[src/ipav_pkg.sv]
// Purpose: shared constants of the interrupt priority and autovector block
// Assumes: byte offsets on the register port, 32-bit data
// Notes:   one number per name; every file except the core model imports this package
package ipav_pkg;

    // sizes
    localparam int NUM_SRC = 10;
    localparam int NUM_LVL = 7;
    localparam int ADDR_W  = 8;
    localparam int DATA_W  = 32;
    localparam int PEND_W  = 18;

    // register offsets
    localparam logic [7:0] OFS_PEND   = 8'h40;
    localparam logic [7:0] OFS_MASK   = 8'h44;
    localparam logic [7:0] OFS_AVR    = 8'h48;
    localparam logic [7:0] OFS_CTRL0  = 8'h4C;
    localparam logic [7:0] OFS_PINASN = 8'h58;
    localparam logic [7:0] OFS_ISTAT  = 8'h5C;
    localparam logic [7:0] OFS_IMASK  = 8'h60;
    localparam logic [7:0] OFS_WIN    = 8'h64;

    // field positions
    localparam int CTRL_AUTOVECTOR_SELECT_BIT = 7;
    localparam int CTRL_LVL_HI   = 4;
    localparam int CTRL_LVL_LO   = 2;
    localparam int CTRL_PRIO_HI  = 1;
    localparam int CTRL_PRIO_LO  = 0;
    localparam int PINASN_LO     = 5;
    localparam int AVR_BLK_BIT   = 0;
    localparam int PEND_INT_LO   = 8;
    localparam int PEND_EXT_LO   = 1;

    // writable bits and reset values
    localparam logic [7:0]  CTRL_WMASK = 8'h9F;
    localparam logic [7:0]  CTRL_RST   = 8'h00;
    localparam logic [7:0]  AVR_RST    = 8'h00;
    localparam logic [2:0]  PINASN_RST = 3'h0;
    localparam logic [17:0] MASK_RST   = 18'h3_FFFE;
    localparam logic [17:0] MASK_WMASK = 18'h3_FFFE;
    localparam logic [2:0]  IMASK_RST  = 3'h0;

    // within-level order: 11 > 10 > pin > 01 > 00
    localparam logic [2:0] SUB_EXT    = 3'h2;
    localparam int         SUB_PER_LV = 5;

    // autovector offset = base + 4 * level
    localparam logic [7:0] VEC_BASE = 8'h60;

    // event bits of the status register
    localparam int EV_NEW  = 0;
    localparam int EV_ACK  = 1;
    localparam int EV_SPUR = 2;
    localparam int EV_W    = 3;

    typedef enum logic {ACK_IDLE, ACK_ANSWER} ipav_ack_e;

endpackage

[src/ipav_rank.sv]
// Purpose: picks the highest ranked request among 35 priority slots
// Assumes: requests already qualified by pending and mask
// Notes:   purely combinational
`timescale 1ns/1ps
`default_nettype none
module ipav_rank (
    // internal sources
    input  wire logic [ipav_pkg::NUM_SRC-1:0]   int_req_i,
    input  wire logic [ipav_pkg::NUM_SRC*8-1:0] int_ctrl_i,
    // external levels, bit n is level n+1
    input  wire logic [ipav_pkg::NUM_LVL-1:0]   ext_req_i,
    // winner
    output logic                                win_valid_o,
    output logic [2:0]                          win_level_o,
    output logic                                win_ext_o,
    output logic [3:0]                          win_src_o,
    output logic [5:0]                          win_rank_o
);
    import ipav_pkg::*;

    logic [5:0] best;
    logic [5:0] score;
    logic [2:0] lvl;
    logic [1:0] prio;
    logic [2:0] sub;

    always_comb begin
        best      = 6'h00;
        win_ext_o = 1'b0;
        win_src_o = 4'h0;
        score     = 6'h00;
        lvl       = 3'h0;
        prio      = 2'h0;
        sub       = 3'h0;
        for (int i = 0; i < NUM_SRC; i++) begin
            lvl  = int_ctrl_i[i*8+CTRL_LVL_LO +: 3];
            prio = int_ctrl_i[i*8+CTRL_PRIO_LO +: 2];
            sub  = prio[1] ? {1'b0, prio} + 3'h1 : {1'b0, prio};
            score = {lvl, sub};
            // equal codes: lowest index wins, undefined anyway
            if (int_req_i[i] && lvl != 3'h0 && score > best) begin
                best      = score;
                win_ext_o = 1'b0;
                win_src_o = 4'(i);
            end
        end
        for (int l = 0; l < NUM_LVL; l++) begin
            score = {3'(l + 1), SUB_EXT};
            if (ext_req_i[l] && score > best) begin
                best      = score;
                win_ext_o = 1'b1;
                win_src_o = 4'h0;
            end
        end
        win_valid_o = best != 6'h00;
        win_level_o = best[5:3];
        // rank 1..35 from level and slot
        win_rank_o  = win_valid_o ?
            6'((7 - int'(best[5:3])) * SUB_PER_LV + SUB_PER_LV
               - int'(best[2:0])) : 6'h00;
    end

endmodule
`default_nettype wire

[src/ipav_top.sv]
// Purpose: interrupt ranking, pending/mask, autovector control, ack answer
// Assumes: request pins active low and asynchronous; sources synchronous
// Notes:   registers on a plain address/strobe port, read data one cycle on
//
// Local design decisions: the address-and-strobe port and the register addresses.
`timescale 1ns/1ps
`default_nettype none
module ipav_top (
    // clock, reset, enable
    input  wire logic                          ref_clk_i,
    input  wire logic                          rst_n_i,
    input  wire logic                          clk_en_i,
    // register port
    input  wire logic [ipav_pkg::ADDR_W-1:0]   reg_addr_i,
    input  wire logic [ipav_pkg::DATA_W-1:0]   reg_wdata_i,
    input  wire logic                          reg_wr_i,
    input  wire logic                          reg_rd_i,
    output logic      [ipav_pkg::DATA_W-1:0]   reg_rdata_o,
    // internal source requests, same clock
    input  wire logic [ipav_pkg::NUM_SRC-1:0]  src_req_i,
    // external request pins, active low
    input  wire logic                          ext_request_pin_seven_n_i,
    input  wire logic                          ext_request_pin_five_n_i,
    input  wire logic                          ext_request_pin_three_n_i,
    input  wire logic                          ext_request_pin_one_n_i,
    // core side
    output logic      [2:0]                    irq_level_o,
    input  wire logic                          iack_i,
    input  wire logic [2:0]                    iack_level_i,
    output logic                               ack_valid_o,
    output logic                               ack_autovec_o,
    output logic      [7:0]                    ack_vector_o,
    output logic                               ack_strobe_block_o,
    output logic                               ack_spurious_o,
    // interrupt
    output logic                               int_o
);
    import ipav_pkg::*;

    // level requests from pins {7,5,3,1}; bit n is level n+1
    function automatic logic [6:0] ext_levels(input logic [3:0] p,
                                              input logic [2:0] a);
        logic [6:0] l;
        l = 7'h00;
        l[6] = p[3];
        l[4] = p[2] & ~a[2];
        l[3] = p[2] & a[2];
        l[2] = p[1] & ~a[1];
        l[5] = p[1] & a[1];
        l[0] = p[0] & ~a[0];
        l[1] = p[0] & a[0];
        return l;
    endfunction

    function automatic logic ctrl_hit(input logic [7:0] a);
        return a >= OFS_CTRL0 && a < OFS_CTRL0 + 8'(NUM_SRC);
    endfunction

    // pin synchroniser
    logic [3:0] pin_s1_q, pin_s1_d;
    logic [3:0] pin_s2_q, pin_s2_d;

    // registers
    logic [7:0]        ctrl_q [NUM_SRC];
    logic [7:0]        ctrl_d [NUM_SRC];
    logic [NUM_SRC*8-1:0] ctrl_flat;
    logic [7:0]        avr_q, avr_d;
    logic [2:0]        asn_q, asn_d;
    logic [PEND_W-1:0] pend_q, pend_d;
    logic [PEND_W-1:0] mask_q, mask_d;
    logic [EV_W-1:0]   stat_q, stat_d;
    logic [EV_W-1:0]   imask_q, imask_d;
    logic [DATA_W-1:0] rdata_q, rdata_d;

    // winner
    logic       w_valid;
    logic [2:0] w_level;
    logic       w_ext;
    logic [3:0] w_src;
    logic [5:0] w_rank;
    logic       win_valid_q, win_valid_d;
    logic [2:0] win_level_q, win_level_d;
    logic       win_ext_q, win_ext_d;
    logic [3:0] win_src_q, win_src_d;
    logic [5:0] win_rank_q, win_rank_d;

    // acknowledge
    ipav_ack_e  ack_st_q, ack_st_d;
    logic       av_q, av_d;
    logic [7:0] vec_q, vec_d;
    logic       blk_q, blk_d;
    logic       spur_q, spur_d;
    logic [EV_W-1:0] ev;
    logic       ext_av;
    logic [7:0] lvl_asn;

    // sync: first stage only feeds the second
    always_comb begin
        pin_s1_d = ~{ext_request_pin_seven_n_i, ext_request_pin_five_n_i,
                     ext_request_pin_three_n_i, ext_request_pin_one_n_i};
        pin_s2_d = pin_s1_q;
    end

    always_ff @(posedge ref_clk_i) begin
        if (!rst_n_i) begin
            pin_s1_q <= 4'h0;
            pin_s2_q <= 4'h0;
        end else if (clk_en_i) begin
            pin_s1_q <= pin_s1_d;
            pin_s2_q <= pin_s2_d;
        end
    end

    for (genvar g = 0; g < NUM_SRC; g++) begin : g_flat
        assign ctrl_flat[g*8 +: 8] = ctrl_q[g];
    end

    // register writes and pending sampling
    always_comb begin
        avr_d  = avr_q;
        asn_d  = asn_q;
        mask_d = mask_q;
        for (int i = 0; i < NUM_SRC; i++) begin
            ctrl_d[i] = ctrl_q[i];
        end
        // pending samples every clock regardless of mask
        pend_d = {src_req_i, ext_levels(pin_s2_q, asn_q), 1'b0};
        if (reg_wr_i) begin
            if (ctrl_hit(reg_addr_i)) begin
                ctrl_d[4'(reg_addr_i - OFS_CTRL0)] =
                    reg_wdata_i[7:0] & CTRL_WMASK;
            end
            case (reg_addr_i)
                OFS_AVR:    avr_d  = reg_wdata_i[7:0];
                OFS_PINASN: asn_d  = reg_wdata_i[PINASN_LO +: 3];
                OFS_MASK:   mask_d = reg_wdata_i[PEND_W-1:0] & MASK_WMASK;
                default:    avr_d  = avr_d;
            endcase
        end
    end

    always_ff @(posedge ref_clk_i) begin
        if (!rst_n_i) begin
            avr_q  <= AVR_RST;
            asn_q  <= PINASN_RST;
            pend_q <= '0;
            mask_q <= MASK_RST;
            for (int i = 0; i < NUM_SRC; i++) begin
                ctrl_q[i] <= CTRL_RST;
            end
        end else if (clk_en_i) begin
            avr_q  <= avr_d;
            asn_q  <= asn_d;
            pend_q <= pend_d;
            mask_q <= mask_d;
            for (int i = 0; i < NUM_SRC; i++) begin
                ctrl_q[i] <= ctrl_d[i];
            end
        end
    end

    // masked requests never reach the ranking
    ipav_rank u_rank (
        .int_req_i   (pend_q[PEND_INT_LO +: NUM_SRC]
                      & ~mask_q[PEND_INT_LO +: NUM_SRC]),
        .int_ctrl_i  (ctrl_flat),
        .ext_req_i   (pend_q[PEND_EXT_LO +: NUM_LVL]
                      & ~mask_q[PEND_EXT_LO +: NUM_LVL]),
        .win_valid_o (w_valid),
        .win_level_o (w_level),
        .win_ext_o   (w_ext),
        .win_src_o   (w_src),
        .win_rank_o  (w_rank)
    );

    always_comb begin
        win_valid_d = w_valid;
        win_level_d = w_level;
        win_ext_d   = w_ext;
        win_src_d   = w_src;
        win_rank_d  = w_rank;
    end

    always_ff @(posedge ref_clk_i) begin
        if (!rst_n_i) begin
            win_valid_q <= 1'b0;
            win_level_q <= 3'h0;
            win_ext_q   <= 1'b0;
            win_src_q   <= 4'h0;
            win_rank_q  <= 6'h00;
        end else if (clk_en_i) begin
            win_valid_q <= win_valid_d;
            win_level_q <= win_level_d;
            win_ext_q   <= win_ext_d;
            win_src_q   <= win_src_d;
            win_rank_q  <= win_rank_d;
        end
    end

    assign irq_level_o = win_level_q;

    // bit honoured only for a level the pins are assigned to
    assign lvl_asn = {ext_levels(4'hF, asn_q), 1'b0};
    assign ext_av  = avr_q[win_level_q] & lvl_asn[win_level_q];

    // acknowledge answer, one cycle after the request
    always_comb begin
        ack_st_d = ACK_IDLE;
        av_d     = av_q;
        vec_d    = vec_q;
        blk_d    = blk_q;
        spur_d   = spur_q;
        ev       = '0;
        case (ack_st_q)
            ACK_IDLE: begin
                if (iack_i) begin
                    ack_st_d = ACK_ANSWER;
                    // a level the core names but no longer wins is spurious
                    spur_d = !win_valid_q || iack_level_i != win_level_q;
                    if (win_ext_q) begin
                        av_d = ext_av;
                    end else begin
                        av_d = ctrl_q[win_src_q][CTRL_AUTOVECTOR_SELECT_BIT];
                    end
                    if (spur_d) begin
                        av_d = 1'b0;
                    end
                    vec_d = VEC_BASE + {3'h0, win_level_q, 2'h0};
                    // block strobe on external autovector only
                    blk_d = av_d & win_ext_q & avr_q[AVR_BLK_BIT];
                    ev[EV_ACK]  = ~spur_d;
                    ev[EV_SPUR] = spur_d;
                end
            end
            ACK_ANSWER: ack_st_d = ACK_IDLE;
            default:    ack_st_d = ACK_IDLE;
        endcase
        ev[EV_NEW] = win_valid_d & ~win_valid_q;
    end

    always_ff @(posedge ref_clk_i) begin
        if (!rst_n_i) begin
            ack_st_q <= ACK_IDLE;
            av_q     <= 1'b0;
            vec_q    <= 8'h00;
            blk_q    <= 1'b0;
            spur_q   <= 1'b0;
        end else if (clk_en_i) begin
            ack_st_q <= ack_st_d;
            av_q     <= av_d;
            vec_q    <= vec_d;
            blk_q    <= blk_d;
            spur_q   <= spur_d;
        end
    end

    assign ack_valid_o        = ack_st_q == ACK_ANSWER;
    assign ack_autovec_o      = av_q;
    assign ack_vector_o       = vec_q;
    assign ack_strobe_block_o = blk_q;
    assign ack_spurious_o     = spur_q;

    // status, interrupt mask and read data
    always_comb begin
        stat_d  = stat_q;
        imask_d = imask_q;
        rdata_d = '0;
        if (reg_wr_i && reg_addr_i == OFS_IMASK) begin
            imask_d = reg_wdata_i[EV_W-1:0];
        end
        if (reg_rd_i) begin
            if (ctrl_hit(reg_addr_i)) begin
                rdata_d[7:0] = ctrl_q[4'(reg_addr_i - OFS_CTRL0)];
            end
            case (reg_addr_i)
                OFS_PEND:   rdata_d[PEND_W-1:0] = pend_q;
                OFS_MASK:   rdata_d[PEND_W-1:0] = mask_q;
                OFS_AVR:    rdata_d[7:0] = avr_q;
                OFS_PINASN: rdata_d[PINASN_LO +: 3] = asn_q;
                OFS_ISTAT: begin
                    rdata_d[EV_W-1:0] = stat_q;
                    stat_d = '0;
                end
                OFS_IMASK:  rdata_d[EV_W-1:0] = imask_q;
                OFS_WIN:    rdata_d[9:0] = {win_valid_q, win_level_q,
                                            win_rank_q};
                default:    rdata_d = rdata_d;
            endcase
        end
        // a new event beats a clearing read
        stat_d = stat_d | ev;
    end

    always_ff @(posedge ref_clk_i) begin
        if (!rst_n_i) begin
            stat_q  <= '0;
            imask_q <= IMASK_RST;
            rdata_q <= '0;
        end else if (clk_en_i) begin
            stat_q  <= stat_d;
            imask_q <= imask_d;
            rdata_q <= rdata_d;
        end
    end

    assign reg_rdata_o = rdata_q;
    assign int_o       = |(stat_q & imask_q);

endmodule
`default_nettype wire

[config.mk]
export PLATFORM = sky130hd
export DESIGN_NAME = ipav_top
export DESIGN_NICKNAME = d
export VERILOG_FILES = /design/src/ipav_pkg.sv /design/src/ipav_rank.sv /design/src/ipav_top.sv
export SDC_FILE = /design/constraint.sdc
export NUM_CORES = 1
export LEC_CHECK = 0
export BUFFER_PORTS_ARGS = -buffer_cell sky130_fd_sc_hd__buf_2
export CAP_MARGIN = 30
export CORE_ASPECT_RATIO = 1.75
export CORE_MARGIN = 5
export CORE_UTILIZATION = 55
export DETAILED_ROUTE_END_ITERATION = 10
export PLACE_DENSITY = 0.78
export SYNTH_ARGS = -nofsm -noshare
export SYNTH_HDL_FRONTEND = slang
export SYNTH_SLANG_ARGS = --single-unit
[constraint.sdc]
create_clock -name ref_clk_i -period 16.8 [get_ports ref_clk_i]
set_clock_uncertainty 0.05 [all_clocks]
set_input_delay 1.68 -clock ref_clk_i [delete_from_list [all_inputs] [get_ports ref_clk_i]]
set_output_delay 1.68 -clock ref_clk_i [all_outputs]
set_load 0.02 [all_outputs]
# After elaboration in Yosys (flattened, before gate mapping)

Memory sizes are Yosys's and may differ from the RTL's. A register that Yosys moved wholly into a read port is not among the register bits.
Cells that the tools add are included.
W data, S select, Z words.

Register bits after elaboration: 118
Output and inout port bits: 48
Memory bits (writable): 80
Memories: 1

Memories:

| memory | words | width | rd ports | clocked after Yosys merged registers in | write ports | line           | RTL |
|---|---|---|---|---|---|---|---|
| ctrl_q | 10    | 8     | 12       | 1                                       | 10          | ipav_top.sv:64 | `logic [7:0] ctrl_q [NUM_SRC];` |

Magnitude comparators: 22
Reductions and logical operators: 49
Bitwise operators: 34
Add/sub/neg operators: 15
Multiply operators: 1
Multiplexer cells: 93
Eq/ne operators: 8

Operator list:

| operator               | count |
|---|---|
| $mux W80               | 2 |
| $mux W6                | 18 |
| $mux W8                | 12 |
| $bwmux W80             | 1 |
| $mux W4                | 17 |
| $eq A8 B7 Y1 const B   | 7 |
| $gt A6 B6 Y1           | 9 |
| $mux W3                | 12 |
| $demux W8 S4           | 1 |
| $mul A32 B4 Y6 const B | 1 |
| $add A2 B1 Y3 const B  | 10 |
| $logic_and A1 B1 Y1    | 30 |
| $reduce_bool A3 Y1     | 10 |
| $gt A6 B6 Y1 const A   | 4 |
| $mux W1                | 19 |
| $mux W18               | 1 |
| $pmux W3 S6            | 1 |
| $pmux W8 S2            | 1 |
| $pmux W3 S5            | 1 |
| $gt A5 B6 Y1 const A   | 2 |
| $reduce_and A3 Y1      | 4 |
| $and A1 B1 Y1          | 10 |
| $and A10 B10 Y10       | 1 |
| $not A10 Y10           | 1 |
| 31 further kinds       | 47 |

# Longest topological paths before layout

Gate-level depths: netlist (run 1).
An unclocked memory read counts as a cell.

Depth in word-level cells: 59
Depth in mapped cells: 105
Depth with buffers taken out: 102

# Cells and area by module

Synthesis (run 1) repeated with hierarchy kept, for this count alone.

Cells, all modules: 1,444
Area, all modules: 12,783.5 µm²

By module, submodules not included:

| module    | area each (µm²) | cells an instance | times used |
|---|---|---|---|
| ipav_top  | 8,984.9         | 914               | 1 |
| ipav_rank | 3,798.6         | 530               | 1 |

# Least setup slack after synthesis (run 1)

Ideal clock, no wire load.

Path kind: register to register
From: register pend_q[8]
To: register win_rank_q[5]
Library setup time: 117 ps
Cell stages (with the launch flop): 97
Data required time: 16,633 ps
Arrival: 18,048 ps
Path buffers: 3
Path slack: -1,415 ps
Path through: dfxtp_1 nor2b_1 o31a_1 nand2_1 ha_1 and4_1 a311o_2 a31oi_4 nand2_1 o21ai_0 inv_1 ha_1 a21o_1 o21a_1 nor2_1 mux2i_1 a221o_1 nand2_1 [... 61 more ...] a21boi_0 o221ai_1 clkbuf_1 nor2_1 o21bai_1 a211oi_2 o221ai_1 o211ai_1 nand4_2 or2_2 fa_1 fa_1 inv_1 ha_1 a21o_1 a21oi_1 xnor2_1 a32o_1

Cells in the longest elaborated chain, start to end: 57
Elaborated cells on any way between the ends: 58

Ends and longest elaborated chain:

| element                              | line            | RTL |
|---|---|---|
| from (decl)                          | ipav_top.sv:69  | `logic [PEND_W-1:0] pend_q, pend_d;` |
| from (signal assigned)               | ipav_top.sv:154 | `pend_q <= pend_d;` |
| $and A10 B10 Y10 (*)                 | ipav_top.sv:165 | `& ~mask_q[PEND_INT_LO +: NUM_SRC]),` |
| $logic_and A1 B1 Y1 (*) (2 in a row) | ipav_rank.sv:41 | `if (int_req_i[i] && lvl != 3'h0 && score > best) begin` |
| $mux W6 (*)                          | ipav_rank.sv:41 |  |
| $gt A6 B6 Y1                         | ipav_rank.sv:41 |  |
| $logic_and A1 B1 Y1                  | ipav_rank.sv:41 |  |
| $mux W6 (*)                          | ipav_rank.sv:41 |  |
| $gt A6 B6 Y1                         | ipav_rank.sv:41 |  |
| $logic_and A1 B1 Y1                  | ipav_rank.sv:41 |  |
| [... 40 more ...]                    | --              |  |
| $gt A6 B6 Y1                         | ipav_rank.sv:49 | `if (ext_req_i[l] && score > best) begin` |
| $logic_and A1 B1 Y1                  | ipav_rank.sv:49 |  |
| $mux W6 (*)                          | ipav_rank.sv:49 |  |
| $sub A3 B3 Y4                        | ipav_rank.sv:59 | `6'((7 - int'(best[5:3])) * SUB_PER_LV + SUB_PER_LV` |
| $mul A32 B4 Y6                       | ipav_rank.sv:59 |  |
| $add A6 B4 Y6                        | ipav_rank.sv:59 |  |
| $sub A6 B4 Y6                        | ipav_rank.sv:60 | `- int'(best[2:0])) : 6'h00;` |
| $mux W6 (*)                          | ipav_rank.sv:58 | `win_rank_o = win_valid_o ?` |
| to (signal assigned)                 | ipav_top.sv:196 | `win_rank_q <= win_rank_d;` |
| to (decl)                            | ipav_top.sv:85  | `logic [5:0] win_rank_q, win_rank_d;` |

Mark *: on every way between the ends. The rest lies on a longest branch, timed or not.
A chain may end at the register's enable or synchronous reset.

==> flow_metrics.py, run 1 <==
metrics = {
    "routing": {
        "routed-via-count": 12461,
        "dr.pass1.iters": 6,
        "totalWireLength_mm": 44.4,
        "drt_first_iter_violations": 1219,
        "post_drt_wl_per_cell_um": 22.6,
        "post-route-drc-count": 0,
        "antenna_left": 0,
        "post_dr_vias_cell": 6.35,
    },
    "global_routing": {
        "via_count_of_the_first_global_routing_pass": 12465,
        "grt_pass1_wl_mm": 64.8,
        "grt_max_degree": 100,
        "global_route.overflow_total": 0,
        "grt_use_total_pct": 32.7,
        "antenna_found_initial": 0,
    },
    "floorplanning": {
        "die_width_um": 123,
        "core_area_um2": 22200,
        "initial_utilization_pct": 55.9,
        "std_cell_rows": 72,
        "io_pins": 111,
        "design.die.area_um2": 25700,
        "floorplan.die.height_um": 208,
    },
    "logic_synthesis": {
        "synth_async_sr_flop_share_pct": 0,
        "synth_area_per_cell_um2": 8.92,
        "post_syn_area_um2": 12400,
        "yosys_register_bits": 184,
        "synth_top_flop_cell": "sky130_fd_sc_hd__dfxtp_1",
        "ys_seq_area_share_pct": 36.2,
        "synthCells": 1388,
        "netlist-cell-type-count": 89,
        "synth-edff-count": 80,
        "synth_warnings": 0,
    },
    "sta": {
        "finalMaxSlewViolations": 0,
        "setup-violations-final": 7,
        "max_slew.worst_pin.slew_ns": 0.977,
        "final.setup.worst_slack_ns": -1.03,
        "finalWorstPathRequiredPeriod_ns": 17.83,
        "slew_headroom_pct": 34.6,
        "maxClockFrequency_mhz": 56.1,
        "timing.final.crit_share_pct": 106,
        "timing_hold_violations_final": 0,
        "unrepaired_setup_endpoints_after_global_routing": "yes",
    },
    "layout": {
        "drive_above_1_share_pct": 33.0,
        "multi_input_comb_area_um2": 8230,
        "fillCellCount": 1506,
        "fin_cells": 1963,
        "area_taken_by_flip_flops_and_latches_um2": 4490,
        "post_route_utilization_pct": 73.7,
        "area_delta_synth_final_pct": 31.9,
        "nets_finish": 1799,
        "most_common_cell_after_layout_fill_and_taps_aside": "sky130_fd_sc_hd__buf_4",
        "layout_common_cells": "sky130_fd_sc_hd__buf_4, sky130_fd_sc_hd__nand2_1, sky130_fd_sc_hd__dfxtp_1, sky130_fd_sc_hd__a21oi_1, sky130_fd_sc_hd__edfxtp_1",
        "insertedDiodeCount": 0,
    },
    "clock_tree": {
        "clk_pin_slew_worst_paths_ns": 0.08,
        "clock_tree.htree_level_count": 4,
        "cts_tree": "yes",
        "clock_sink_count": 184,
        "clockBufferDepth": 2,
        "post_cts_hold_buffer_count": 0,
        "cts-buffers-inserted": 17,
        "clock_insertion_delay_worst_skew_ns": 0.45,
        "cts.root.buffer_cell": "sky130_fd_sc_hd__clkbuf_16",
    },
    "setup_path": {
        "rr_startpoint": "ctrl_q[0][3]",
        "critical_path.most_common_cell": "sky130_fd_sc_hd__ha_4",
        "worst_r2r_path_depth": 94,
        "crit-reg2reg-capture": "win_rank_q[5]",
        "worst-endpoint-arrival_ns": 18.11,
        "critPathLaunch": "ctrl_q[0][3]",
        "timing.reg2reg.setup_slack_ns": -1.03,
        "slowest_stage": "sky130_fd_sc_hd__fa_1",
        "setup.worst_path.end_class": "register",
        "worstPathRequired_ns": 17.08,
        "crit_type": "register to register",
        "worst-path-max-fanout": 5,
        "critical_path.startpoint_type": "register",
        "slowest_delay_ns": 0.53,
    },
    "place": {
        "placedCellCount": 1848,
        "worst_slack_placed_ns": -1.31,
        "routability_driven_placement_congestion_ratio": 0.938,
        "io_buffer_count": 79,
        "placed_wire_length_estimate_after_detailed_placement_mm": 28.6,
    },
    "pwr": {
        "power.leakage_nw": 6.95,
        "power.density_nw_per_um2": 65.9,
        "peak_vdd_ir_v": 0.0000930,
    },
    "min_path": {
        "worstHoldPathType": "register to register",
        "worst_hold_path.num_cells": 2,
        "hold_path.startpoint": "ack_strobe_block_o",
        "hold-path-endpoint": "ack_strobe_block_o",
    },
    "outcome": {
        "violations": "negative setup slack",
        "run_status": "finished, violations left",
    },
    "flow_run": {
        "max_cap_violations": 0,
    },
}
state kept, by name (all words and copies together), names as in the netlist, 4 cells and up, named ones only:
| name | cells |
|---|---|
| ack_vector_o | 4 |
| pend_q | 17 |
| reg_rdata_o | 18 |
| pin_s1_q | 4 |
| pin_s2_q | 4 |
| ctrl_q | 80 |
| mask_q | 17 |
| win_rank_q | 6 |
| win_src_q | 4 |
| avr_q | 8 |
through the flow:
stage               hold slack, ns  instance area (um^2)  total power, mW  TNS (ns)
CTS                          0.423                 15600             1.06     -1.24
global placement             0.403                 14100            0.637     -3.95
global route                 0.462                 16300             1.11     -9.52
floorplan                    0.393                 12600            0.595    -0.809
detailed placement           0.412                 14200            0.643     -6.82
finish                       0.425                 16300             1.08     -3.71
synthesized netlist by cell type (5+ instances only):
cell type / number / area, um^2
sky130_fd_sc_hd__a211oi_1: 9 / 67.6
sky130_fd_sc_hd__a21boi_0: 12 / 90.1
sky130_fd_sc_hd__a21o_1: 12 / 90.1
sky130_fd_sc_hd__a21oi_1: 100 / 500
sky130_fd_sc_hd__a22oi_1: 26 / 195
sky130_fd_sc_hd__a31oi_1: 16 / 100
sky130_fd_sc_hd__a32o_1: 7 / 70.1
sky130_fd_sc_hd__and2_1: 17 / 106
sky130_fd_sc_hd__and3_1: 31 / 194
sky130_fd_sc_hd__buf_4: 19 / 143
sky130_fd_sc_hd__clkbuf_1: 71 / 267
sky130_fd_sc_hd__dfxtp_1: 104 / 2080
sky130_fd_sc_hd__edfxtp_1: 80 / 2400
sky130_fd_sc_hd__ha_1: 79 / 988
sky130_fd_sc_hd__inv_1: 74 / 278
sky130_fd_sc_hd__mux2_2: 5 / 56.3
sky130_fd_sc_hd__mux2i_1: 66 / 661
sky130_fd_sc_hd__mux4_2: 18 / 405
sky130_fd_sc_hd__nand2_1: 197 / 739
sky130_fd_sc_hd__nand2b_1: 9 / 56.3
sky130_fd_sc_hd__nand3_1: 69 / 345
sky130_fd_sc_hd__nand4_1: 7 / 43.8
sky130_fd_sc_hd__nor2_1: 65 / 244
sky130_fd_sc_hd__nor2b_1: 70 / 438
sky130_fd_sc_hd__nor3_1: 11 / 55.1
sky130_fd_sc_hd__nor3b_1: 7 / 52.6
sky130_fd_sc_hd__nor4_1: 5 / 31.3
sky130_fd_sc_hd__o2111ai_1: 6 / 52.6
sky130_fd_sc_hd__o211a_1: 6 / 60.1
sky130_fd_sc_hd__o211ai_1: 15 / 113
sky130_fd_sc_hd__o21a_1: 9 / 67.6
sky130_fd_sc_hd__o21ai_0: 39 / 195
sky130_fd_sc_hd__o31a_1: 5 / 43.8
sky130_fd_sc_hd__o31ai_1: 8 / 60.1
sky130_fd_sc_hd__or2_2: 7 / 43.8
sky130_fd_sc_hd__or3_1: 8 / 50.1
sky130_fd_sc_hd__xnor2_1: 11 / 96.3
where the power goes:
part | leakage, nW | switching [mW] | total (mW) | internal, mW
Combinational | 5.00 | 0.0913 | 0.160 | 0.0692
Clock | 0.291 | 0.183 | 0.414 | 0.230
Sequential | 1.67 | 0.0199 | 0.503 | 0.483
area by class of cell:
class / count / share of cell area, %
clock buffer: 21 / 2.82
sequential: 184 / 27.5
timing repair buffer: 325 / 14.5
clock inverter: 11 / 0.835
multi-input combinational: 1051 / 50.4
tap: 296 / 2.27
inverter: 75 / 1.74
metal layers:
metal | GRT usage [%] | vias up | routed length (um)
li1 | - | 5536 | -
met5 | 0 | - | 0
met2 | 57.0 | 736 | 22800
met1 | 33.3 | 5939 | 14400
met3 | 5.22 | 250 | 2890
met4 | 26.4 | 0 | 4220
logic make-up after synthesis:
kind of cell	Yosys count	synth area share (%)
other cells	1	0.0303
xor+xnor	15	1.06
fa+ha+maj	84	8.63
flops	184	36.2
simple gates	518	20.4
mux	95	9.83
buf+inv	169	5.71
compound gates	322	18.1
what timing repair did:
item | 4_1_cts | 5_1_grt
endpoints found under the setup margin | 8 | 20
pin swaps | 68 | 60
setup buffers | 61 | 22
gates resized for setup | 83 | 91
critical path, delay by kind of cell, from the launching register on:
kind / cells / cell delay (ns)
buffers and inverters: 17 / 2.01
flip-flops: 1 / 0.40
AO/OA/AOI/OAI: 35 / 7.45
multiplexers: 5 / 0.90
XOR/XNOR: 1 / 0.12
adder cells (fa/ha/maj): 13 / 3.62
AND/OR/NAND/NOR: 23 / 3.14
worst max-delay path by stage:
stage | to | slack [ns] | cells after the start
3_3_place_gp | win_rank_q[4] | -0.89 | 99
4_1_cts | win_rank_q[5] | -0.49 | 96
3_5_place_dp | win_rank_q[4] | -1.31 | 94
6_report | win_rank_q[5] | -1.03 | 94
2_1_floorplan | win_rank_q[5] | -0.29 | 95
5_1_grt | win_rank_q[5] | -1.79 | 98
No activity file was read; power rests on OpenSTA's default activity.
==> run 2: changes to the inputs <==
--- a/config.mk
+++ b/config.mk
@@ -11,7 +11,10 @@
 export CORE_MARGIN = 5
 export CORE_UTILIZATION = 55
 export DETAILED_ROUTE_END_ITERATION = 10
+export MAX_ROUTING_LAYER = met4
 export PLACE_DENSITY = 0.78
+export RECOVER_POWER = 50
+export SETUP_SLACK_MARGIN = 0.02
 export SYNTH_ARGS = -nofsm -noshare
 export SYNTH_HDL_FRONTEND = slang
 export SYNTH_SLANG_ARGS = --single-unit
==> flow_metrics.py, run 2 (synthesized netlist as in run 1, its figures left out) <==
metrics = {
    "pwr": {
        "peak_vdd_ir_v": 0.0000803,
        "power.density_nw_per_um2": 65.0,
        "power.leakage_nw": 6.77,
        "design_power_total_mw": 1.05,
    },
    "clock_tree": {
        "cts.root.buffer_cell": "sky130_fd_sc_hd__clkbuf_16",
        "clock_sink_count": 184,
        "cts-buffers-inserted": 17,
        "clockBufferDepth": 2,
        "post_cts_hold_buffer_count": 0,
        "clock_tree.htree_level_count": 4,
        "clock_insertion_delay_worst_skew_ns": 0.45,
        "clk_pin_slew_worst_paths_ns": 0.08,
        "cts_tree": "yes",
    },
    "outcome": {
        "run_status": "finished, violations left",
        "violations": "max-capacitance violations, max-slew violations, negative setup slack",
    },
    "layout": {
        "insertedDiodeCount": 0,
        "max_ffs_per_register": 80,
        "final_area_um2": 16200,
        "area_delta_synth_final_pct": 30.6,
        "drive_above_1_share_pct": 31.0,
        "registers.top_by_ff_count": "ctrl_q",
        "nets_finish": 1801,
        "post_route_utilization_pct": 73.0,
        "most_common_cell_after_layout_fill_and_taps_aside": "sky130_fd_sc_hd__buf_4",
        "fin_cells": 1965,
        "layout_common_cells": "sky130_fd_sc_hd__buf_4, sky130_fd_sc_hd__nand2_1, sky130_fd_sc_hd__dfxtp_1, sky130_fd_sc_hd__a21oi_1, sky130_fd_sc_hd__edfxtp_1",
    },
    "place": {
        "instance_area_after_placement_um2": 14300,
        "io_buffer_count": 79,
        "placed_wire_length_estimate_after_detailed_placement_mm": 28.6,
        "placedCellCount": 1857,
        "routability_driven_placement_congestion_ratio": 0.951,
    },
    "setup_path": {
        "timing.critical_path.max_delay_family": "compound AO/OA/AOI/OAI gates",
        "crit_type": "register to register",
        "critical_path.most_common_cell": "sky130_fd_sc_hd__ha_4",
        "slowest_delay_ns": 0.53,
        "worst-path-max-fanout": 5,
        "slowest_stage": "sky130_fd_sc_hd__fa_1",
        "setup.worst_path.end_class": "register",
        "worst-endpoint-arrival_ns": 17.98,
        "worstPathRequired_ns": 17.09,
        "cp.buffers_inverters": 16,
        "critical_path.startpoint_type": "register",
    },
    "global_routing": {
        "global_route.overflow_total": 0,
        "grt_use_total_pct": 32.1,
        "antenna_found_initial": 0,
        "grt_pass1_wl_mm": 62.3,
        "grt_max_degree": 100,
        "via_count_of_the_first_global_routing_pass": 12087,
    },
    "sta": {
        "max_slew.worst_pin.slew_ns": 4.43,
        "finalWorstPathRequiredPeriod_ns": 17.69,
        "timing_hold_violations_final": 0,
        "finalMaxSlewViolations": 181,
        "timing.final.crit_share_pct": 105,
        "setup-violations-final": 6,
        "slew_headroom_pct": -196,
        "maxClockFrequency_mhz": 56.5,
        "final.setup.worst_slack_ns": -0.891,
        "unrepaired_setup_endpoints_after_global_routing": "yes",
        "whs_ns": 0.430,
    },
    "routing": {
        "antenna_left": 0,
        "post-route-drc-count": 0,
        "totalWireLength_mm": 42.2,
        "dr.pass1.iters": 7,
        "post_drt_wl_per_cell_um": 21.5,
        "post_dr_vias_cell": 6.24,
        "drt_first_iter_violations": 1019,
        "routed-via-count": 12259,
    },
    "floorplanning": {
        "design.die.area_um2": 25700,
        "core_area_um2": 22200,
        "floorplan.die.height_um": 208,
        "initial_utilization_pct": 55.9,
        "io_pins": 111,
        "std_cell_rows": 72,
        "die_width_um": 123,
    },
    "min_path": {
        "worstHoldPathType": "register to register",
    },
    "flow_run": {
        "max_cap_violations": 2,
    },
}
run 2: cell count changes in the layout (fill, tap and decap cells not counted), sizes merged:
| cell | change |
|---|---|
| buf | -33 |
| clkbuf | +34 |
| clkinv | -2 |
| inv | +5 |
| bufinv | -2 |
run 2: path summary, 6_finish.rpt:
check                                         from                  to  slack (ns)  cells past startpoint
worst max register to register        ctrl_q[0][4]       win_rank_q[5]       -0.89                     98
worst min register to register  ack_strobe_block_o  ack_strobe_block_o        0.43                      2
worst min-delay path            ack_strobe_block_o  ack_strobe_block_o        0.43                      2
worst max-delay path                  ctrl_q[0][4]       win_rank_q[5]       -0.89                     98
run 2: per-layer routing:
| metal | vias up | routed length [um] | track usage [%] |
|---|---|---|---|
| met2 | 668 | 22300 | 56.5 |
| met5 | - | 0 | - |
| met3 | 211 | 2580 | 3.78 |
| li1 | 5527 | - | - |
| met1 | 5853 | 14000 | 32.0 |
| met4 | 0 | 3360 | 22.4 |
run 2: what timing repair did:
| item | 4_1_cts | 5_1_grt |
|---|---|---|
| resized for setup | 74 | 91 |
| endpoints found under the setup margin | 8 | 18 |
| buffers inserted | 54 | 22 |
| pin swaps | 40 | 85 |
run 2: where the power goes:
part	switching (mW)	internal [mW]
sequential	0.0194	0.484
clock	0.191	0.202
combinational	0.0880	0.0672
run 2: layout make-up:
cell class                 instances  area [um^2]
clock inverter                    12          103
sequential                       184         4490
fill                            1532         5990
multi-input combinational       1051         8180
inverter                          75          287
tap                              296          370
timing repair buffer             327         2290
clock buffer                      20          457
run 2: tightest hold or removal path: stages, from the launching register on:
cell                       delay, ns
sky130_fd_sc_hd__dfxtp_1        0.32
sky130_fd_sc_hd__nand2_1        0.05
sky130_fd_sc_hd__a21boi_0       0.06
run 2: stage by stage:
step	setup TNS [ns]	setup WS (ns)
after CTS	-0.894	-0.307
after detailed placement	-6.26	-1.24
final	-3.17	-0.891
after global placement	-4.67	-1.00
after global routing	-7.93	-1.59
after floorplan	-0.809	-0.292
